==> config.mk <==
export PLATFORM = sky130hd
export DESIGN_NAME = ssc_top
export DESIGN_NICKNAME = d
export VERILOG_FILES = /design/src/inc/ssc_pkg.sv /design/src/verilog/ssc_pin_sync.sv /design/src/verilog/ssc_clk_div.sv /design/src/verilog/ssc_top.sv
export VERILOG_INCLUDE_DIRS = /design/src /design/src/inc
export SDC_FILE = /design/constraint.sdc
export NUM_CORES = 1
export LEC_CHECK = 0
export BUFFER_PORTS_ARGS = -buffer_cell sky130_fd_sc_hd__buf_2
export CORE_ASPECT_RATIO = 0.8
export CORE_MARGIN = 1.5
export CORE_UTILIZATION = 50
export DETAILED_ROUTE_END_ITERATION = 8
export MAX_ROUTING_LAYER = met4
export PLACE_DENSITY = 0.81
export SLEW_MARGIN = 30
export SYNTH_ARGS = -nofsm -noshare
export SYNTH_HDL_FRONTEND = slang
export SYNTH_SLANG_ARGS = --single-unit
==> constraint.sdc <==
create_clock -name clk_in -period 2.11 [get_ports clk_in]
set_input_delay 0.211 -clock clk_in [delete_from_list [all_inputs] [get_ports clk_in]]
set_output_delay 0.211 -clock clk_in [all_outputs]
set_load 0.005 [all_outputs]
==> src/inc/ssc_params.svh <==
// Purpose: Constants of the synchronous serial clock and transmit block
// Assumes: fc is the 20 MHz system clock
// Notes: Half-period counts are terminal values of the divider
`ifndef SSC_PARAMS_SVH
`define SSC_PARAMS_SVH

// ****************************************
// Modes and clock select codes
// ****************************************
`define SSC_MODE_TX 2'h0
`define SSC_SEL_EXT 3'h7
`define SSC_SEL_DIV12 3'h0
`define SSC_SEL_DIV8 3'h1
`define SSC_SEL_DIV7 3'h2
`define SSC_SEL_DIV6 3'h3
`define SSC_SEL_DIV5 3'h4
`define SSC_SEL_DIV4 3'h5
`define SSC_SEL_DIV3 3'h6

// ****************************************
// Half-period terminal counts
// ****************************************
`define SSC_HALF_DIV12 12'h7ff
`define SSC_HALF_DIV8 12'h07f
`define SSC_HALF_DIV7 12'h03f
`define SSC_HALF_DIV6 12'h01f
`define SSC_HALF_DIV5 12'h00f
`define SSC_HALF_DIV4 12'h007
`define SSC_HALF_DIV3 12'h003
`define SSC_HALF_FS4 12'h007

// ****************************************
// Byte framing and reset values
// ****************************************
`define SSC_CNT_ZERO 4'h0
`define SSC_CNT_ONE 4'h1
`define SSC_CNT_LAST 4'h7
`define SSC_CNT_FULL 4'h8
`define SSC_BYTE_RESET 8'h00
`define SSC_DIV_RESET 12'h000

`endif

==> src/inc/ssc_pkg.sv <==
// Purpose: Types of the synchronous serial clock and transmit block
// Assumes: Used with ssc_params.svh
// Notes: One-hot transfer states
`default_nettype none

package ssc_pkg;

  typedef enum logic [4:0] {
    SSC_IDLE  = 5'h01,
    SSC_LOAD  = 5'h02,
    SSC_SHIFT = 5'h04,
    SSC_WAIT  = 5'h08,
    SSC_ERROR = 5'h10
  } ssc_state_t;

  typedef struct packed {
    ssc_state_t state;
    logic run;
    logic tx_empty;
    logic underrun;
    logic active;
    logic count_flag;
    logic irq;
    logic irq_pend;
    logic tx_empty_pend;
    logic [7:0] buf_q;
    logic [7:0] shreg;
    logic [3:0] cnt;
    logic sck;
    logic sck_oe;
    logic so;
    logic sck_prev;
  } ssc_top_t;

  typedef struct packed {
    logic [11:0] cnt;
    logic tick;
  } ssc_div_t;

  typedef struct packed {
    logic [1:0] s1;
    logic [1:0] s2;
  } ssc_sync_t;

endpackage

`default_nettype wire

==> src/verilog/ssc_pin_sync.sv <==
// Purpose: Two-stage synchroniser for the serial clock and data pins
// Assumes: Pins are asynchronous to clk_in
// Notes: First stage feeds only the second
`default_nettype none

module ssc_pin_sync
  import ssc_pkg::*;
(
  input wire logic clk_in,
  input wire logic sys_rst_in,
  input wire logic clk_en_in,
  input wire logic [1:0] pins_in,
  output logic [1:0] pins_out
);

  ssc_sync_t st;
  ssc_sync_t next_st;

  always_comb begin
    next_st = st;
    next_st.s1 = pins_in;
    next_st.s2 = st.s1;
  end

  always_ff @(posedge clk_in or posedge sys_rst_in) begin
    if (sys_rst_in) begin
      st <= '1;
    end else if (clk_en_in) begin
      st <= next_st;
    end
  end

  assign pins_out = st.s2;

endmodule

`default_nettype wire

==> src/verilog/ssc_clk_div.sv <==
// Purpose: Serial clock divider giving one tick per half period
// Assumes: fs_tick_in is a one-cycle pulse at the low-frequency rate
// Notes: Cleared outside the load and shift states
`include "ssc_params.svh"
`default_nettype none

module ssc_clk_div
  import ssc_pkg::*;
(
  input wire logic clk_in,
  input wire logic sys_rst_in,
  input wire logic clk_en_in,
  input wire logic clear_in,
  input wire logic [2:0] sel_in,
  input wire logic slow_in,
  input wire logic fs_tick_in,
  output logic tick_out
);

  ssc_div_t st;
  ssc_div_t next_st;
  logic [11:0] limit;
  logic use_fs;

  always_comb begin
    use_fs = slow_in && (sel_in == `SSC_SEL_DIV12);
    case (sel_in)
      `SSC_SEL_DIV12: limit = use_fs ? `SSC_HALF_FS4 : `SSC_HALF_DIV12;
      `SSC_SEL_DIV8: limit = `SSC_HALF_DIV8;
      `SSC_SEL_DIV7: limit = `SSC_HALF_DIV7;
      `SSC_SEL_DIV6: limit = `SSC_HALF_DIV6;
      `SSC_SEL_DIV5: limit = `SSC_HALF_DIV5;
      `SSC_SEL_DIV4: limit = `SSC_HALF_DIV4;
      default: limit = `SSC_HALF_DIV3;
    endcase
    next_st = st;
    next_st.tick = 1'b0;
    if (clear_in) begin
      next_st.cnt = `SSC_DIV_RESET;
    end else if (!use_fs || fs_tick_in) begin
      if (st.cnt >= limit) begin
        next_st.cnt = `SSC_DIV_RESET;
        next_st.tick = 1'b1;
      end else begin
        next_st.cnt = st.cnt + 12'h001;
      end
    end
  end

  always_ff @(posedge clk_in or posedge sys_rst_in) begin
    if (sys_rst_in) begin
      st <= '0;
    end else if (clk_en_in) begin
      st <= next_st;
    end
  end

  assign tick_out = st.tick;

endmodule

`default_nettype wire

==> src/verilog/ssc_top.sv <==
// Purpose: Serial clock, bit order and transmit mode of an 8-bit synchronous serial port
// Assumes: Control bits arrive as plain ports from logic on clk_in
// Notes: Receive path only shifts into the shared register
`include "ssc_params.svh"
`default_nettype none

module ssc_top
  import ssc_pkg::*;
(
  input wire logic clk_in,
  input wire logic sys_rst_in,
  input wire logic clk_en_in,
  input wire logic ctrl_wr_in,
  input wire logic transfer_run_in,
  input wire logic force_stop_in,
  input wire logic [1:0] transfer_mode_select_in,
  input wire logic [2:0] clock_select_in,
  input wire logic bit_order_select_in,
  input wire logic slow_divider_option_in,
  input wire logic low_speed_mode_in,
  input wire logic fs_tick_in,
  input wire logic tx_buffer_wr_in,
  input wire logic [7:0] tx_buffer_in,
  input wire logic tx_underrun_clear_in,
  input wire logic serial_clock_pin_in,
  input wire logic serial_in_pin_in,
  output logic serial_clock_pin_out,
  output logic serial_clock_pin_oe_out,
  output logic serial_out_pin_out,
  output logic transfer_run_out,
  output logic transfer_active_flag_out,
  output logic shift_count_flag_out,
  output logic tx_buffer_empty_out,
  output logic tx_underrun_error_out,
  output logic serial_irq_out
);

  // ****************************************
  // Pin synchroniser and divider
  // ****************************************
  ssc_top_t st;
  ssc_top_t next_st;
  logic [1:0] pins_sync;
  logic div_tick;
  logic div_clear;
  logic ext;
  logic pin_fall;
  logic pin_rise;
  logic ev_fall;
  logic ev_rise;
  logic out_bit;

  ssc_pin_sync u_sync (
    .clk_in(clk_in),
    .sys_rst_in(sys_rst_in),
    .clk_en_in(clk_en_in),
    .pins_in({serial_in_pin_in, serial_clock_pin_in}),
    .pins_out(pins_sync)
  );

  assign div_clear = !(st.state == SSC_LOAD || st.state == SSC_SHIFT);

  ssc_clk_div u_div (
    .clk_in(clk_in),
    .sys_rst_in(sys_rst_in),
    .clk_en_in(clk_en_in),
    .clear_in(div_clear),
    .sel_in(clock_select_in),
    .slow_in(slow_divider_option_in || low_speed_mode_in),
    .fs_tick_in(fs_tick_in),
    .tick_out(div_tick)
  );

  // ****************************************
  // Shift edges
  // ****************************************
  always_comb begin
    ext = (clock_select_in == `SSC_SEL_EXT);
    pin_fall = st.sck_prev && !pins_sync[0];
    pin_rise = !st.sck_prev && pins_sync[0];
    if (ext) begin
      ev_fall = pin_fall;
      ev_rise = pin_rise;
    end else begin
      ev_fall = div_tick && st.sck && (st.state == SSC_SHIFT);
      ev_rise = div_tick && !st.sck && (st.state == SSC_SHIFT);
    end
    out_bit = bit_order_select_in ? st.buf_q[0] : st.buf_q[7];
  end

  // ****************************************
  // Transfer control
  // ****************************************
  always_comb begin
    next_st = st;
    next_st.irq = 1'b0;
    next_st.sck_prev = pins_sync[0];
    next_st.sck_oe = !ext;
    if (ctrl_wr_in) begin
      next_st.run = transfer_run_in;
    end
    if (tx_buffer_wr_in && st.tx_empty) begin
      next_st.buf_q = tx_buffer_in;
      next_st.tx_empty = 1'b0;
    end
    if (tx_underrun_clear_in) begin
      next_st.underrun = 1'b0;
    end
    if (!ext && st.state == SSC_SHIFT && div_tick) begin
      next_st.sck = ~st.sck;
    end
    if (ev_fall && st.irq_pend) begin
      next_st.irq = 1'b1;
      next_st.irq_pend = 1'b0;
    end
    case (st.state)
      SSC_IDLE: begin
        next_st.sck = 1'b1;
        next_st.cnt = `SSC_CNT_ZERO;
        if (st.run && transfer_mode_select_in == `SSC_MODE_TX) begin
          if (ext) begin
            next_st.state = SSC_SHIFT;
          end else if (!st.tx_empty) begin
            next_st.state = SSC_LOAD;
          end
        end
      end
      SSC_LOAD: begin
        next_st.sck = 1'b1;
        if (div_tick) begin
          next_st.state = SSC_SHIFT;
        end
      end
      SSC_WAIT: begin
        next_st.sck = 1'b1;
        if (!st.run) begin
          next_st.state = SSC_IDLE;
          next_st.active = 1'b0;
        end else if (!st.tx_empty) begin
          next_st.state = SSC_LOAD;
        end
      end
      SSC_SHIFT: begin
        if (st.cnt == `SSC_CNT_ZERO && !st.run) begin
          // Run cleared between bytes: stop, clock pin high
          next_st.state = SSC_IDLE;
          next_st.active = 1'b0;
          next_st.sck = 1'b1;
        end else if (ev_fall) begin
          if (st.cnt == `SSC_CNT_ZERO) begin
            next_st.active = 1'b1;
            if (!st.tx_empty) begin
              next_st.shreg = st.buf_q;
              next_st.tx_empty_pend = 1'b1;
              next_st.so = out_bit;
              next_st.cnt = `SSC_CNT_ONE;
              next_st.count_flag = 1'b1;
            end else begin
              next_st.underrun = 1'b1;
              next_st.irq_pend = 1'b1;
              next_st.so = 1'b1;
              next_st.state = SSC_ERROR;
            end
          end else begin
            next_st.so = bit_order_select_in ? st.shreg[0] : st.shreg[7];
            next_st.cnt = st.cnt + `SSC_CNT_ONE;
            if (st.cnt == `SSC_CNT_LAST) begin
              next_st.count_flag = 1'b0;
            end
          end
        end
        if (ev_rise && st.cnt != `SSC_CNT_ZERO) begin
          if (bit_order_select_in) begin
            next_st.shreg = {pins_sync[1], st.shreg[7:1]};
          end else begin
            next_st.shreg = {st.shreg[6:0], pins_sync[1]};
          end
          if (st.tx_empty_pend) begin
            next_st.tx_empty = 1'b1;
            next_st.tx_empty_pend = 1'b0;
            next_st.irq_pend = 1'b1;
          end
          if (st.cnt == `SSC_CNT_FULL) begin
            next_st.cnt = `SSC_CNT_ZERO;
            if (!st.run) begin
              next_st.state = SSC_IDLE;
              next_st.active = 1'b0;
            end else if (!ext && next_st.tx_empty) begin
              next_st.state = SSC_WAIT;
            end
          end
        end
      end
      SSC_ERROR: begin
        next_st.so = 1'b1;
        next_st.sck = 1'b1;
      end
      default: begin
        next_st.state = SSC_IDLE;
      end
    endcase
    if (force_stop_in) begin
      next_st.state = SSC_IDLE;
      next_st.run = 1'b0;
      next_st.tx_empty = 1'b1;
      next_st.underrun = 1'b0;
      next_st.active = 1'b0;
      next_st.count_flag = 1'b0;
      next_st.irq_pend = 1'b0;
      next_st.tx_empty_pend = 1'b0;
      next_st.buf_q = `SSC_BYTE_RESET;
      next_st.shreg = `SSC_BYTE_RESET;
      next_st.cnt = `SSC_CNT_ZERO;
      next_st.sck = 1'b1;
      next_st.so = 1'b1;
    end
  end

  always_ff @(posedge clk_in or posedge sys_rst_in) begin
    if (sys_rst_in) begin
      st <= '0;
      st.state <= SSC_IDLE;
      st.tx_empty <= 1'b1;
      st.sck <= 1'b1;
      st.so <= 1'b1;
      st.sck_prev <= 1'b1;
    end else if (clk_en_in) begin
      st <= next_st;
    end
  end

  // ****************************************
  // Outputs
  // ****************************************
  assign serial_clock_pin_out = st.sck;
  assign serial_clock_pin_oe_out = st.sck_oe;
  assign serial_out_pin_out = st.so;
  assign transfer_run_out = st.run;
  assign transfer_active_flag_out = st.active;
  assign shift_count_flag_out = st.count_flag;
  assign tx_buffer_empty_out = st.tx_empty;
  assign tx_underrun_error_out = st.underrun;
  assign serial_irq_out = st.irq;

  // ****************************************
  // Assertions
  // ****************************************
  property p_idle_high;
    @(posedge clk_in) disable iff (sys_rst_in || !clk_en_in)
    (st.state == SSC_IDLE || st.state == SSC_LOAD) |-> st.sck;
  endproperty
  a_idle_high: assert property (p_idle_high) else $error("clock pin not high while idle");

  property p_int_drive;
    @(posedge clk_in) disable iff (sys_rst_in || !clk_en_in)
    (clock_select_in != `SSC_SEL_EXT) |=> st.sck_oe;
  endproperty
  a_int_drive: assert property (p_int_drive) else $error("internal clock not driven");

  property p_ext_input;
    @(posedge clk_in) disable iff (sys_rst_in || !clk_en_in)
    (clock_select_in == `SSC_SEL_EXT) |=> !st.sck_oe;
  endproperty
  a_ext_input: assert property (p_ext_input) else $error("external clock pin driven");

  property p_wait_stopped;
    @(posedge clk_in) disable iff (sys_rst_in || !clk_en_in)
    (st.state == SSC_WAIT) |-> (st.sck && (st.tx_empty || $past(tx_buffer_wr_in)));
  endproperty
  a_wait_stopped: assert property (p_wait_stopped) else $error("clock runs during wait");

  property p_write_clears;
    @(posedge clk_in) disable iff (sys_rst_in || !clk_en_in)
    (tx_buffer_wr_in && st.tx_empty && !force_stop_in) |=> !st.tx_empty;
  endproperty
  a_write_clears: assert property (p_write_clears) else $error("buffer write kept empty flag");

  property p_active_rise;
    @(posedge clk_in) disable iff (sys_rst_in || !clk_en_in)
    (st.state == SSC_SHIFT && st.cnt == `SSC_CNT_ZERO && st.run && ev_fall && !force_stop_in) |=> st.active;
  endproperty
  a_active_rise: assert property (p_active_rise) else $error("active flag missed first fall");

  property p_count_window;
    @(posedge clk_in) disable iff (sys_rst_in || !clk_en_in)
    (st.state == SSC_SHIFT) |-> (st.count_flag == (st.cnt != `SSC_CNT_ZERO && st.cnt != `SSC_CNT_FULL));
  endproperty
  a_count_window: assert property (p_count_window) else $error("shift count flag out of window");

  property p_first_bit;
    @(posedge clk_in) disable iff (sys_rst_in || !clk_en_in)
    (st.state == SSC_SHIFT && st.cnt == `SSC_CNT_ZERO && st.run && ev_fall && !st.tx_empty && !force_stop_in)
      |=> (st.so == (bit_order_select_in ? $past(st.buf_q[0]) : $past(st.buf_q[7])));
  endproperty
  a_first_bit: assert property (p_first_bit) else $error("wrong first bit");

  property p_underrun;
    @(posedge clk_in) disable iff (sys_rst_in || !clk_en_in)
    (ext && st.state == SSC_SHIFT && st.cnt == `SSC_CNT_ZERO && st.run && ev_fall && st.tx_empty && !force_stop_in)
      |=> (st.underrun && st.state == SSC_ERROR);
  endproperty
  a_underrun: assert property (p_underrun) else $error("underrun not flagged");

  property p_err_hold;
    @(posedge clk_in) disable iff (sys_rst_in || !clk_en_in)
    (st.underrun && !tx_underrun_clear_in && !force_stop_in) |=> st.underrun;
  endproperty
  a_err_hold: assert property (p_err_hold) else $error("error flag lost");

  property p_force;
    @(posedge clk_in) disable iff (sys_rst_in || !clk_en_in)
    force_stop_in |=> (st.state == SSC_IDLE && !st.run && st.tx_empty && !st.active && !st.underrun);
  endproperty
  a_force: assert property (p_force) else $error("force stop incomplete");

  c_byte_done: cover property (@(posedge clk_in) disable iff (sys_rst_in)
    st.state == SSC_SHIFT && st.cnt == `SSC_CNT_FULL ##1 st.cnt == `SSC_CNT_ZERO);
  c_wait: cover property (@(posedge clk_in) disable iff (sys_rst_in) st.state == SSC_WAIT);
  c_error: cover property (@(posedge clk_in) disable iff (sys_rst_in) st.state == SSC_ERROR);
  c_irq: cover property (@(posedge clk_in) disable iff (sys_rst_in) st.irq);

endmodule

`default_nettype wire

* Word-level counts from Yosys, hierarchy flattened
Cells that the tools add are included.
** Word-level totals
- Bits in registers :: 54
- Word-level logic and storage cells :: 176
** Cells by class
- Add/sub/neg operators :: 2
- Magnitude comparators :: 1
- Equal/unequal tests :: 24
- Multiplexer cells :: 79
- Bitwise operators :: 1
- Reduce and logical (&&, ||, !) cells :: 49
** Operator list (number)
- $mux 12 :: 6
- $pmux 12 s6 :: 1
- $mux 5 :: 13
- $mux 1 :: 34
- $mux 8 :: 4
- $pmux 5 s5 :: 1
- $mux 23 :: 1
- $mux 2 :: 9
- $reduce_bool 3->1 :: 6
- $logic_and 1x1->1 :: 15
- $ne 3x3->1 const B :: 5
- $mux 13 :: 1
- $add 12x1->12 const B :: 1
- $ge 12x12->1 :: 1
- $reduce_and 6->1 :: 2
- $mux 11 :: 1
- $mux 10 :: 1
- $reduce_and 2->1 :: 5
- $eq 3x3->1 const B :: 3
- $ne 3x2->1 const B :: 3
- $mux 4 :: 2
- $pmux 4 s2 :: 1
- $reduce_and 4->1 :: 2
- $reduce_bool 2->1 :: 4
- other kinds (23) :: 34

* Longest topological paths before layout
Gate-level depths: netlist (run 1).
- Depth after elaboration :: 14
- Mapped depth :: 11

* Hierarchy
A second synthesis (run 1) with hierarchy kept.
** Second synthesis, totals
- Cells, all modules :: 383
- Area total of the unflattened synthesis :: 3639.7 um^2
** Modules (own cells, without submodules)
- ssc_top :: instances 1, cells an instance 264, area an instance 2463.6 um^2
- ssc_clk_div :: instances 1, cells an instance 110, area an instance 1022.2 um^2
- ssc_pin_sync :: instances 1, cells an instance 9, area an instance 153.9 um^2

* Worst setup path before layout (run 1)
No wires, ideal clock.
- Kind :: input port to flip-flop
- Start point :: input port clock_select_in[2]
- End point :: register u_div.st[6] (netlist bit)
- Setup time :: 0.064 ns
- Arrival time :: 2.608 ns
- Setup slack :: -0.562 ns
- Cell stages on the path :: 10
- Cell sequence :: or2_2 > or4_1 > ha_1 > a211o_1 > a21oi_1 > a31oi_1 > or3_1 > buf_6 > nor4_2 > a21o_1
** On the way
- Word-level cells in the longest chain between the ends :: 8
- Elaborated cells between the ends (all ways) :: 17
- Classes of those cells :: 1 x order compare; 6 x eq/ne; 5 x mux; 5 x reduce/logical
** Ends and longest elaborated chain
- from (decl) :: line ssc_top.sv:17 : input wire logic [2:0] clock_select_in,
- $logic_not 3->1 :: line ssc_clk_div.sv:27 : case (sel_in)
- $logic_and 1x1->1 :: line ssc_clk_div.sv:26 : use_fs = slow_in && (sel_in == `SSC_SEL_DIV12);
- $mux 11 (no line)
- $pmux 12 s6 :: line ssc_clk_div.sv:27
- $ge 12x12->1 :: line ssc_clk_div.sv:41 : if (st.cnt >= limit) begin
- $mux 12 :: line ssc_clk_div.sv:41
- $mux 13 :: line ssc_clk_div.sv:40 : end else if (!use_fs || fs_tick_in) begin
- $mux 12 :: line ssc_clk_div.sv:38 : if (clear_in) begin
- to (signal assigned) :: line ssc_clk_div.sv:54 : st <= next_st;
- to (decl) :: line ssc_clk_div.sv:20 : ssc_div_t st;
Several ways; a longest one is shown, not always the timed one. The select of a mux whose other input is x is not followed.
A chain may end at the register's enable or synchronous reset.

* Worst setup path in the final report (run 1)
- Start point :: input port clock_select_in[2]
- End point :: register u_div.st[3] (netlist bit)
The elaborated chain is that of the path after synthesis.

==> flow_summary_export.csv, run 1 <==
group,metric,value,unit
synth,syn_inst,362,
timing,drv_slew,0,
cts,tritoncts,"done",
floorplan,die_h,76.8,µm
grt,overflow,0,
finish,final_area,0.00435,mm²
critical_path,critPathLaunchType,"input port",
cts,clock-root-buffer,"clkbuf_8",
floorplan,die-area,0.00732,mm²
synth,synth.top_cell.area_share,33.1,%
finish,seq_area,0.00137,mm²
detailed_routing,drt_iter0_markers,237,
pwr,comb_power_share,24.4,%
timing,relSlewSlack,66.4,%
timing,hold-worst-slack,0.120,ns
detailed_routing,finalWirelength,9450,µm
synth,post_synth.cell_area_avg,9.41,µm²
finish,fin_cells,518,
cts,clk_path_buf_depth,2,
detailed_routing,vias,3235,
floorplan,core-area,0.00647,mm²
synth,synth_compound_area_share,27.0,%
synth,synth-edff-count,0,
finish,fillerInstances,495,
place,gp_congestion,1.00,
floorplan,io_pins,36,
synth,synth_fp_nets,401,
place,dp_cells,503,
grt,grt_pass1_wl,15700,µm
detailed_routing,wl_per_cell,18.2,µm
grt,track_usage,28.1,%
timing,setup-violations-final,12,
synth,synthArstFlopShare,100,%
finish,nNetsFinal,472,
timing,rsz0062_at_grt,"yes",
grt,grt_max_degree,33,
synth,yosysTopAreaCell,"dfrtp_1",
pwr,pwr-share-seq,46.7,%
grt,antenna_found_initial,0,
critical_path,arrival,2.53,ns
cts,clk_latency,0.32,ns
synth,synth-simple-area-share,19.7,%
outcome,violations,"setup timing",
pwr,internal_power,1.77,mW
synth,synth_mux_area_share,4.59,%
synth,ys.flop_type,"dfrtp_1",
worst_hold_path,min_path_type,"input port to flip-flop",
pwr,power,2.56,mW
detailed_routing,drtPass1Iterations,5,
place,io_buffer_count,35,
pwr,cellPowerDensity,588,mW/mm²
cts,cts_buffers,5,
synth,synth_top_family_by_area,"compound AO/OA/AOI/OAI gates",
synth,ys_seq_elements,54,
critical_path,crit_required,2.36,ns
finish,multi_input_area,0.00219,mm²
cts,cts_max_level,2,
timing,fin_skew,0.0175,ns
place,placed_cell_area,0.00398,mm²
synth,synth_xor_area_share,1.03,%
synth,synth.most_common_cell,"dfrtp_1",
timing,setup_slack,-0.169,ns
finish,areaGrowthSynthToFinish,27.6,%
timing,finalCriticalPeriod,2.28,ns
outcome,outcome,"finished with violations",
synth,yosysWarnings,0,
critical_path,crit_type,"input port to flip-flop",
pwr,clockPowerShare,28.9,%
grt,grt_pass1_vias,3154,
critical_path,crit_path_end_kind,"flip-flop",
floorplan,rows,26,
synth,ys_seq_area_share,40.0,%
floorplan,die_w,95.3,µm
synth,syn_area,0.00341,mm²
timing,hold_viol,0,
run,max_cap_violations,0,
timing,final.period_utilization,108,%
pwr,p_switching,783,µW
detailed_routing,avgViaCountPerCell,6.25,
timing,tightestPinTransition,0.504,ns
synth,ys_top_cells_by_area,"dfrtp_1 (33%), dfstp_2 (6.9%), ha_1 (4.4%)",
timing,clock.fmax,439,MHz
place,hpwlAfterDp,6810,µm
cts,cts_sinks,54,
synth,synth.distinct_cells,58,
detailed_routing,drtAntennaViolNets,0,
pwr,irDropWorstVdd,0.000278,V
cts,clk_pin_slew,0.10,ns
finish,diodes,0,
floorplan,start_util,52.6,%
synth,synth_common_cells,"dfrtp_1 (45), o21ai_0 (30), nand2_1 (28)",
critical_path,critPathMaxFanout,5,
detailed_routing,drc,0,
finish,layout-drive-gt1-share,33.9,%
pwr,p_sw_share,30.6,%
pwr,leakagePower,1.98,nW
synth,synth_fa_ha_area_share,4.41,%
through the flow:
stage | util (%) | setup TNS, ns | setup slack (ns)
after floorplan | - | -3.58 | -0.327
after global placement | 61.5 | -5.49 | -0.475
after detailed placement | 61.5 | -6.92 | -0.571
after CTS | 64.9 | -0.701 | -0.138
after global routing | 67.1 | -1.85 | -0.216
final | 67.1 | -1.16 | -0.169
final cells by class:
type	count	area share, %
inverters	12	1.04
flip-flops and latches	54	31.4
repair buffers	77	11.9
clock buffers	6	1.90
multi-input cells	283	50.4
well taps	84	2.42
clock inverters	2	0.892
sequential cells by signal, indices dropped and copies added (netlist names), 2 cells and up:
name	flops
u_div.st	12
st	28
u_sync.next_st	2
u_sync.pins_out	2
power groups by stage:
stage	registers [mW]	logic (mW)	clock network (mW)
3_5_place_dp	1.20	0.561	0
4_1_cts	1.18	0.582	0.762
2_1_floorplan	1.15	0.403	0
5_1_grt	1.20	0.676	0.808
3_3_place_gp	1.20	0.558	0
6_report	1.19	0.623	0.740
layer usage:
metal | wire length (µm) | vias to the layer above | track usage, % | share of wire [%]
met5 | 0 | - | - | 0
met4 | 63 | 0 | 7.01 | 0.67
met1 | 4330 | 1580 | 40.0 | 46
li1 | - | 1526 | - | -
met2 | 4420 | 123 | 40.0 | 47
met3 | 636 | 6 | 6.75 | 6.7
cells in the final DEF, fill, tap and decap left out, types with 5 or more instances in the layout:
cell       instances
dfrtp_1           43
buf_4             38
buf_2             34
nand2_1           27
o21ai_0           17
nor2_1            16
o2bb2ai_1         14
a21oi_1           13
o21ai_1           12
a21o_1            11
inv_1             10
and3_1            10
a32o_1            10
mux2i_1           10
nor3_1             9
ha_1               9
dfstp_2            9
nand3_1            7
nor3b_2            6
clkbuf_8           6
nor2b_1            5
nand2b_1           5
a31oi_1            5
a211oi_1           5
a22oi_1            5
mux2_2             5
timing repair:
| item | 4_1_cts | 5_1_grt |
|---|---|---|
| resized for setup | 13 | 35 |
| endpoints found under the setup margin | 26 | 30 |
| pin swaps | 5 | 11 |
| endpoints found under the hold margin | 18 | 0 |
| hold buffers | 1 | 0 |
| setup buffers | 2 | 2 |
| gates cloned | 2 | 0 |
cell families after synthesis:
kind of cell,count (synthesis)
AO/OA/AOI/OAI,129
buffers and inverters,27
XOR/XNOR,4
flip-flops,54
adder cells (fa/ha/maj),12
AND/OR/NAND/NOR,121
multiplexers,15
final timing paths:
kind	from	to	slack, ns	depth (start not counted)
min	tx_buffer_in[6]	st[22]	0.12	2
min in group asynchronous	sys_rst_in	st[13]	0.45	3
max reg2reg	st[33]	u_div.st[3]	0.01	6
max	clock_select_in[2]	u_div.st[3]	-0.17	10
min reg2reg	st[19]	st[19]	0.51	1
max in group asynchronous	sys_rst_in	st[32]	1.04	4
worst max-delay path, cell delays in order:
cell and delay [ns]:
buf_6 0.09, or2_4 0.24, or4_4 0.48, ha_4 0.24, a211o_1 0.26, a21oi_2 0.16
a31oi_4 0.13, or3_4 0.39, o21ai_1 0.17, a21o_1 0.15
Power figures use the tool's default switching activity.
==> run 2: changes to the inputs <==
--- a/config.mk
+++ b/config.mk
@@ -16,4 +16,5 @@
 export SLEW_MARGIN = 30
 export SYNTH_ARGS = -nofsm -noshare
 export SYNTH_HDL_FRONTEND = slang
+export SYNTH_HIERARCHICAL = 1
 export SYNTH_SLANG_ARGS = --single-unit
==> run 2 against run 1 <==
Effect of this change:
- the run still ends with setup timing left
- synthesized area rose by 6.8%
- register-to-register slack got worse by 0.095 ns
- via count up 12%
- critical endpoint is now st[8]
- largest power group unchanged
==> flow_summary_export.csv, run 2 <==
group,metric,value,unit
timing,hold_viol,0,
timing,fin_tns_setup,-0.666,ns
timing,clock.fmax,456,MHz
detailed_routing,drt_iter0_markers,350,
grt,grt_pass1_vias,3369,
finish,nNetsFinal,497,
place,hpwlAfterDp,7280,µm
detailed_routing,drtAntennaViolNets,0,
grt,antenna_found_initial,1,
place,io_buffer_count,35,
floorplan,rows,27,
worst_hold_path,min_path_cells,2,
timing,hold-worst-slack,0.122,ns
critical_path,critPathLaunchType,"flip-flop",
cts,clk_latency,0.32,ns
synth,synth.distinct_cells,72,
pwr,cellPowerDensity,532,mW/mm²
synth,post_synth.cell_area_avg,9.50,µm²
critical_path,crit_path_cell_trace,"or3_4 > or4_4 > a211oi_4 > o2111a_2 > o22ai_1",
worst_hold_path,min_path_type,"input port to flip-flop",
timing,relSlewSlack,62.6,%
detailed_routing,finalWirelength,11000,µm
detailed_routing,avgViaCountPerCell,6.65,
finish,layout_common_cells,"buf_4 (48), dfrtp_1 (45), buf_2 (33), nand2_1 (30), inv_1 (22)",
cts,cts_buffers,5,
cts,cts_sinks,54,
critical_path,max_stage_delay,0.54,ns
synth,ys_seq_area_share,37.4,%
floorplan,die_h,79.3,µm
pwr,internal_power,1.67,mW
critical_path,cp_top_family,"simple AND/OR/NAND/NOR gates",
pwr,pwr-share-seq,47.8,%
timing,fin_skew,0.0109,ns
synth,synth_fp_nets,422,
cts,clk_pin_slew,0.10,ns
synth,synthArstFlopShare,100,%
pwr,p_sw_share,32.7,%
grt,grt_max_degree,38,
critical_path,crit_type,"flip-flop to flip-flop",
cts,clk_path_buf_depth,2,
synth,ys.flop_type,"dfrtp_1",
finish,seq_area,0.00136,mm²
detailed_routing,vias,3635,
timing,setup-violations-final,11,
finish,regMostFlops,"st",
critical_path,arrival,2.39,ns
synth,synth-edff-count,0,
critical_path,crit_required,2.30,ns
synth,synth_common_cells,"dfrtp_1 (45), nand2_1 (33), inv_1 (23)",
place,placed_cell_area,0.00421,mm²
finish,final_common_cell,"buf_4",
synth,ys_seq_elements,54,
grt,track_usage,27.2,%
detailed_routing,drc,0,
critical_path,rr_worst_depth,5,
pwr,p_switching,813,µW
detailed_routing,wl_per_cell,20.1,µm
place,gp_congestion,0.967,
critical_path,critPathMaxFanout,8,
finish,areaGrowthSynthToFinish,28.2,%
floorplan,io_pins,36,
critical_path,crit_path_end_kind,"flip-flop",
detailed_routing,drtPass1Iterations,4,
grt,grt_pass1_wl,16600,µm
synth,yosysTopAreaCell,"dfrtp_1",
run,max_cap_violations,0,
floorplan,die-area,0.00780,mm²
finish,final_area,0.00467,mm²
critical_path,timing.critical_path.buf_inv,0,
finish,reg_top3,"st x28, u_div/st x12",
pwr,clockPowerShare,24.2,%
synth,yosysWarnings,6,
critical_path,worst-path-stages,5,
cts,clock-root-buffer,"clkbuf_8",
floorplan,die_w,98.4,µm
synth,synth.top_cell.area_share,30.9,%
cts,cts_max_level,2,
pwr,power,2.48,mW
timing,final.period_utilization,104,%
synth,syn_area,0.00364,mm²
floorplan,core-area,0.00696,mm²
synth,syn_inst,383,
grt,overflow,0,
critical_path,crit_path_top_delay_cell,"or4_4",
outcome,outcome,"finished with violations",
finish,fillerInstances,502,
finish,multi_input_area,0.00237,mm²
floorplan,start_util,52.3,%
outcome,violations,"setup timing",
timing,rsz0062_at_grt,"yes",
timing,setup_slack,-0.0852,ns
cts,tritoncts,"done",
finish,largest_reg_flops,28,
timing,finalCriticalPeriod,2.20,ns
place,dpl_worst_slack,-0.399,ns
synth,ys_top_cells_by_area,"dfrtp_1 (31%), dfstp_2 (6.5%), mux2_2 (4.6%)",
synth,synth.most_common_cell,"dfrtp_1",
finish,layout-drive-gt1-share,37.7,%
pwr,comb_power_share,28.0,%
pwr,irDropWorstVdd,0.000459,V
pwr,leakagePower,1.94,nW
timing,tightestPinTransition,0.561,ns
timing,drv_slew,0,
-- run 2: final timing paths --
| path | slack [ns] | start | endpoint |
|---|---|---|---|
| max in group asynchronous | 1.19 | sys_rst_in | st[32] |
| worst min-delay path | 0.12 | tx_buffer_in[1] | st[17] |
| worst min register to register | 0.48 | serial_out_pin_out | serial_out_pin_out |
| min in group asynchronous | 0.48 | sys_rst_in | u_div/st[2] |
| worst max-delay path | -0.09 | st[35] | st[8] |
| worst max register to register | -0.09 | st[35] | st[8] |
-- run 2: power by group through the flow --
stage / sequential (mW) / combinational (mW) / clock (mW)
floorplan: 1.16 / 0.429 / 0
global placement: 1.20 / 0.606 / 0
detailed placement: 1.20 / 0.620 / 0
CTS: 1.18 / 0.631 / 0.609
global route: 1.20 / 0.757 / 0.650
finish: 1.19 / 0.697 / 0.600
-- run 2: cell families (layout without fill, tap and decap cells) --
group	after synthesis	in the layout	synth area share, %
DFF	54	54	37.4
xor gates and xnor gates	2	2	0.481
muxes	19	19	5.74
other	0	1	0
and+or+nand+nor	116	116	17.5
AOI/OAI and AO/OA	135	135	29.2
adders and majority gates	12	12	4.13
buffers and inverters	45	121	5.50
-- run 2: cell type report --
class | count | area share, %
Multi-Input combinational cell | 284 | 50.8
Sequential cell | 54 | 29.2
Timing Repair Buffer | 90 | 14.0
Tap cell | 87 | 2.33
Inverter | 23 | 1.85
Clock buffer | 6 | 1.55
Clock inverter | 2 | 0.295
Antenna cell | 1 | 0.0536
-- run 2: repair_timing --
| item | CTS | global route |
|---|---|---|
| hold buffers | 1 | 0 |
| hold endpoints to repair | 17 | 0 |
| resized for setup | 6 | 42 |
| pin swaps | 3 | 17 |
| endpoints found under the setup margin | 15 | 25 |
| setup buffers | 0 | 10 |
-- run 2: metal layers --
metal | GRT usage (%) | share of wire, % | up-vias
li1 | - | - | 1628
met1 | 38.8 | 43 | 1761
met2 | 41.4 | 46 | 210
met3 | 3.87 | 8.6 | 36
met4 | 6.06 | 2.4 | 0
met5 | - | 0 | -
-- run 2: per-stage QoR --
| stage | utilization [%] | instances |
|---|---|---|
| 2_1_floorplan | - | 383 |
| 3_3_place_gp | 60.5 | 528 |
| 3_5_place_dp | 60.5 | 528 |
| 4_1_cts | 62.5 | 537 |
| 5_1_grt | 67.1 | 547 |
| 6_report | 67.1 | 547 |
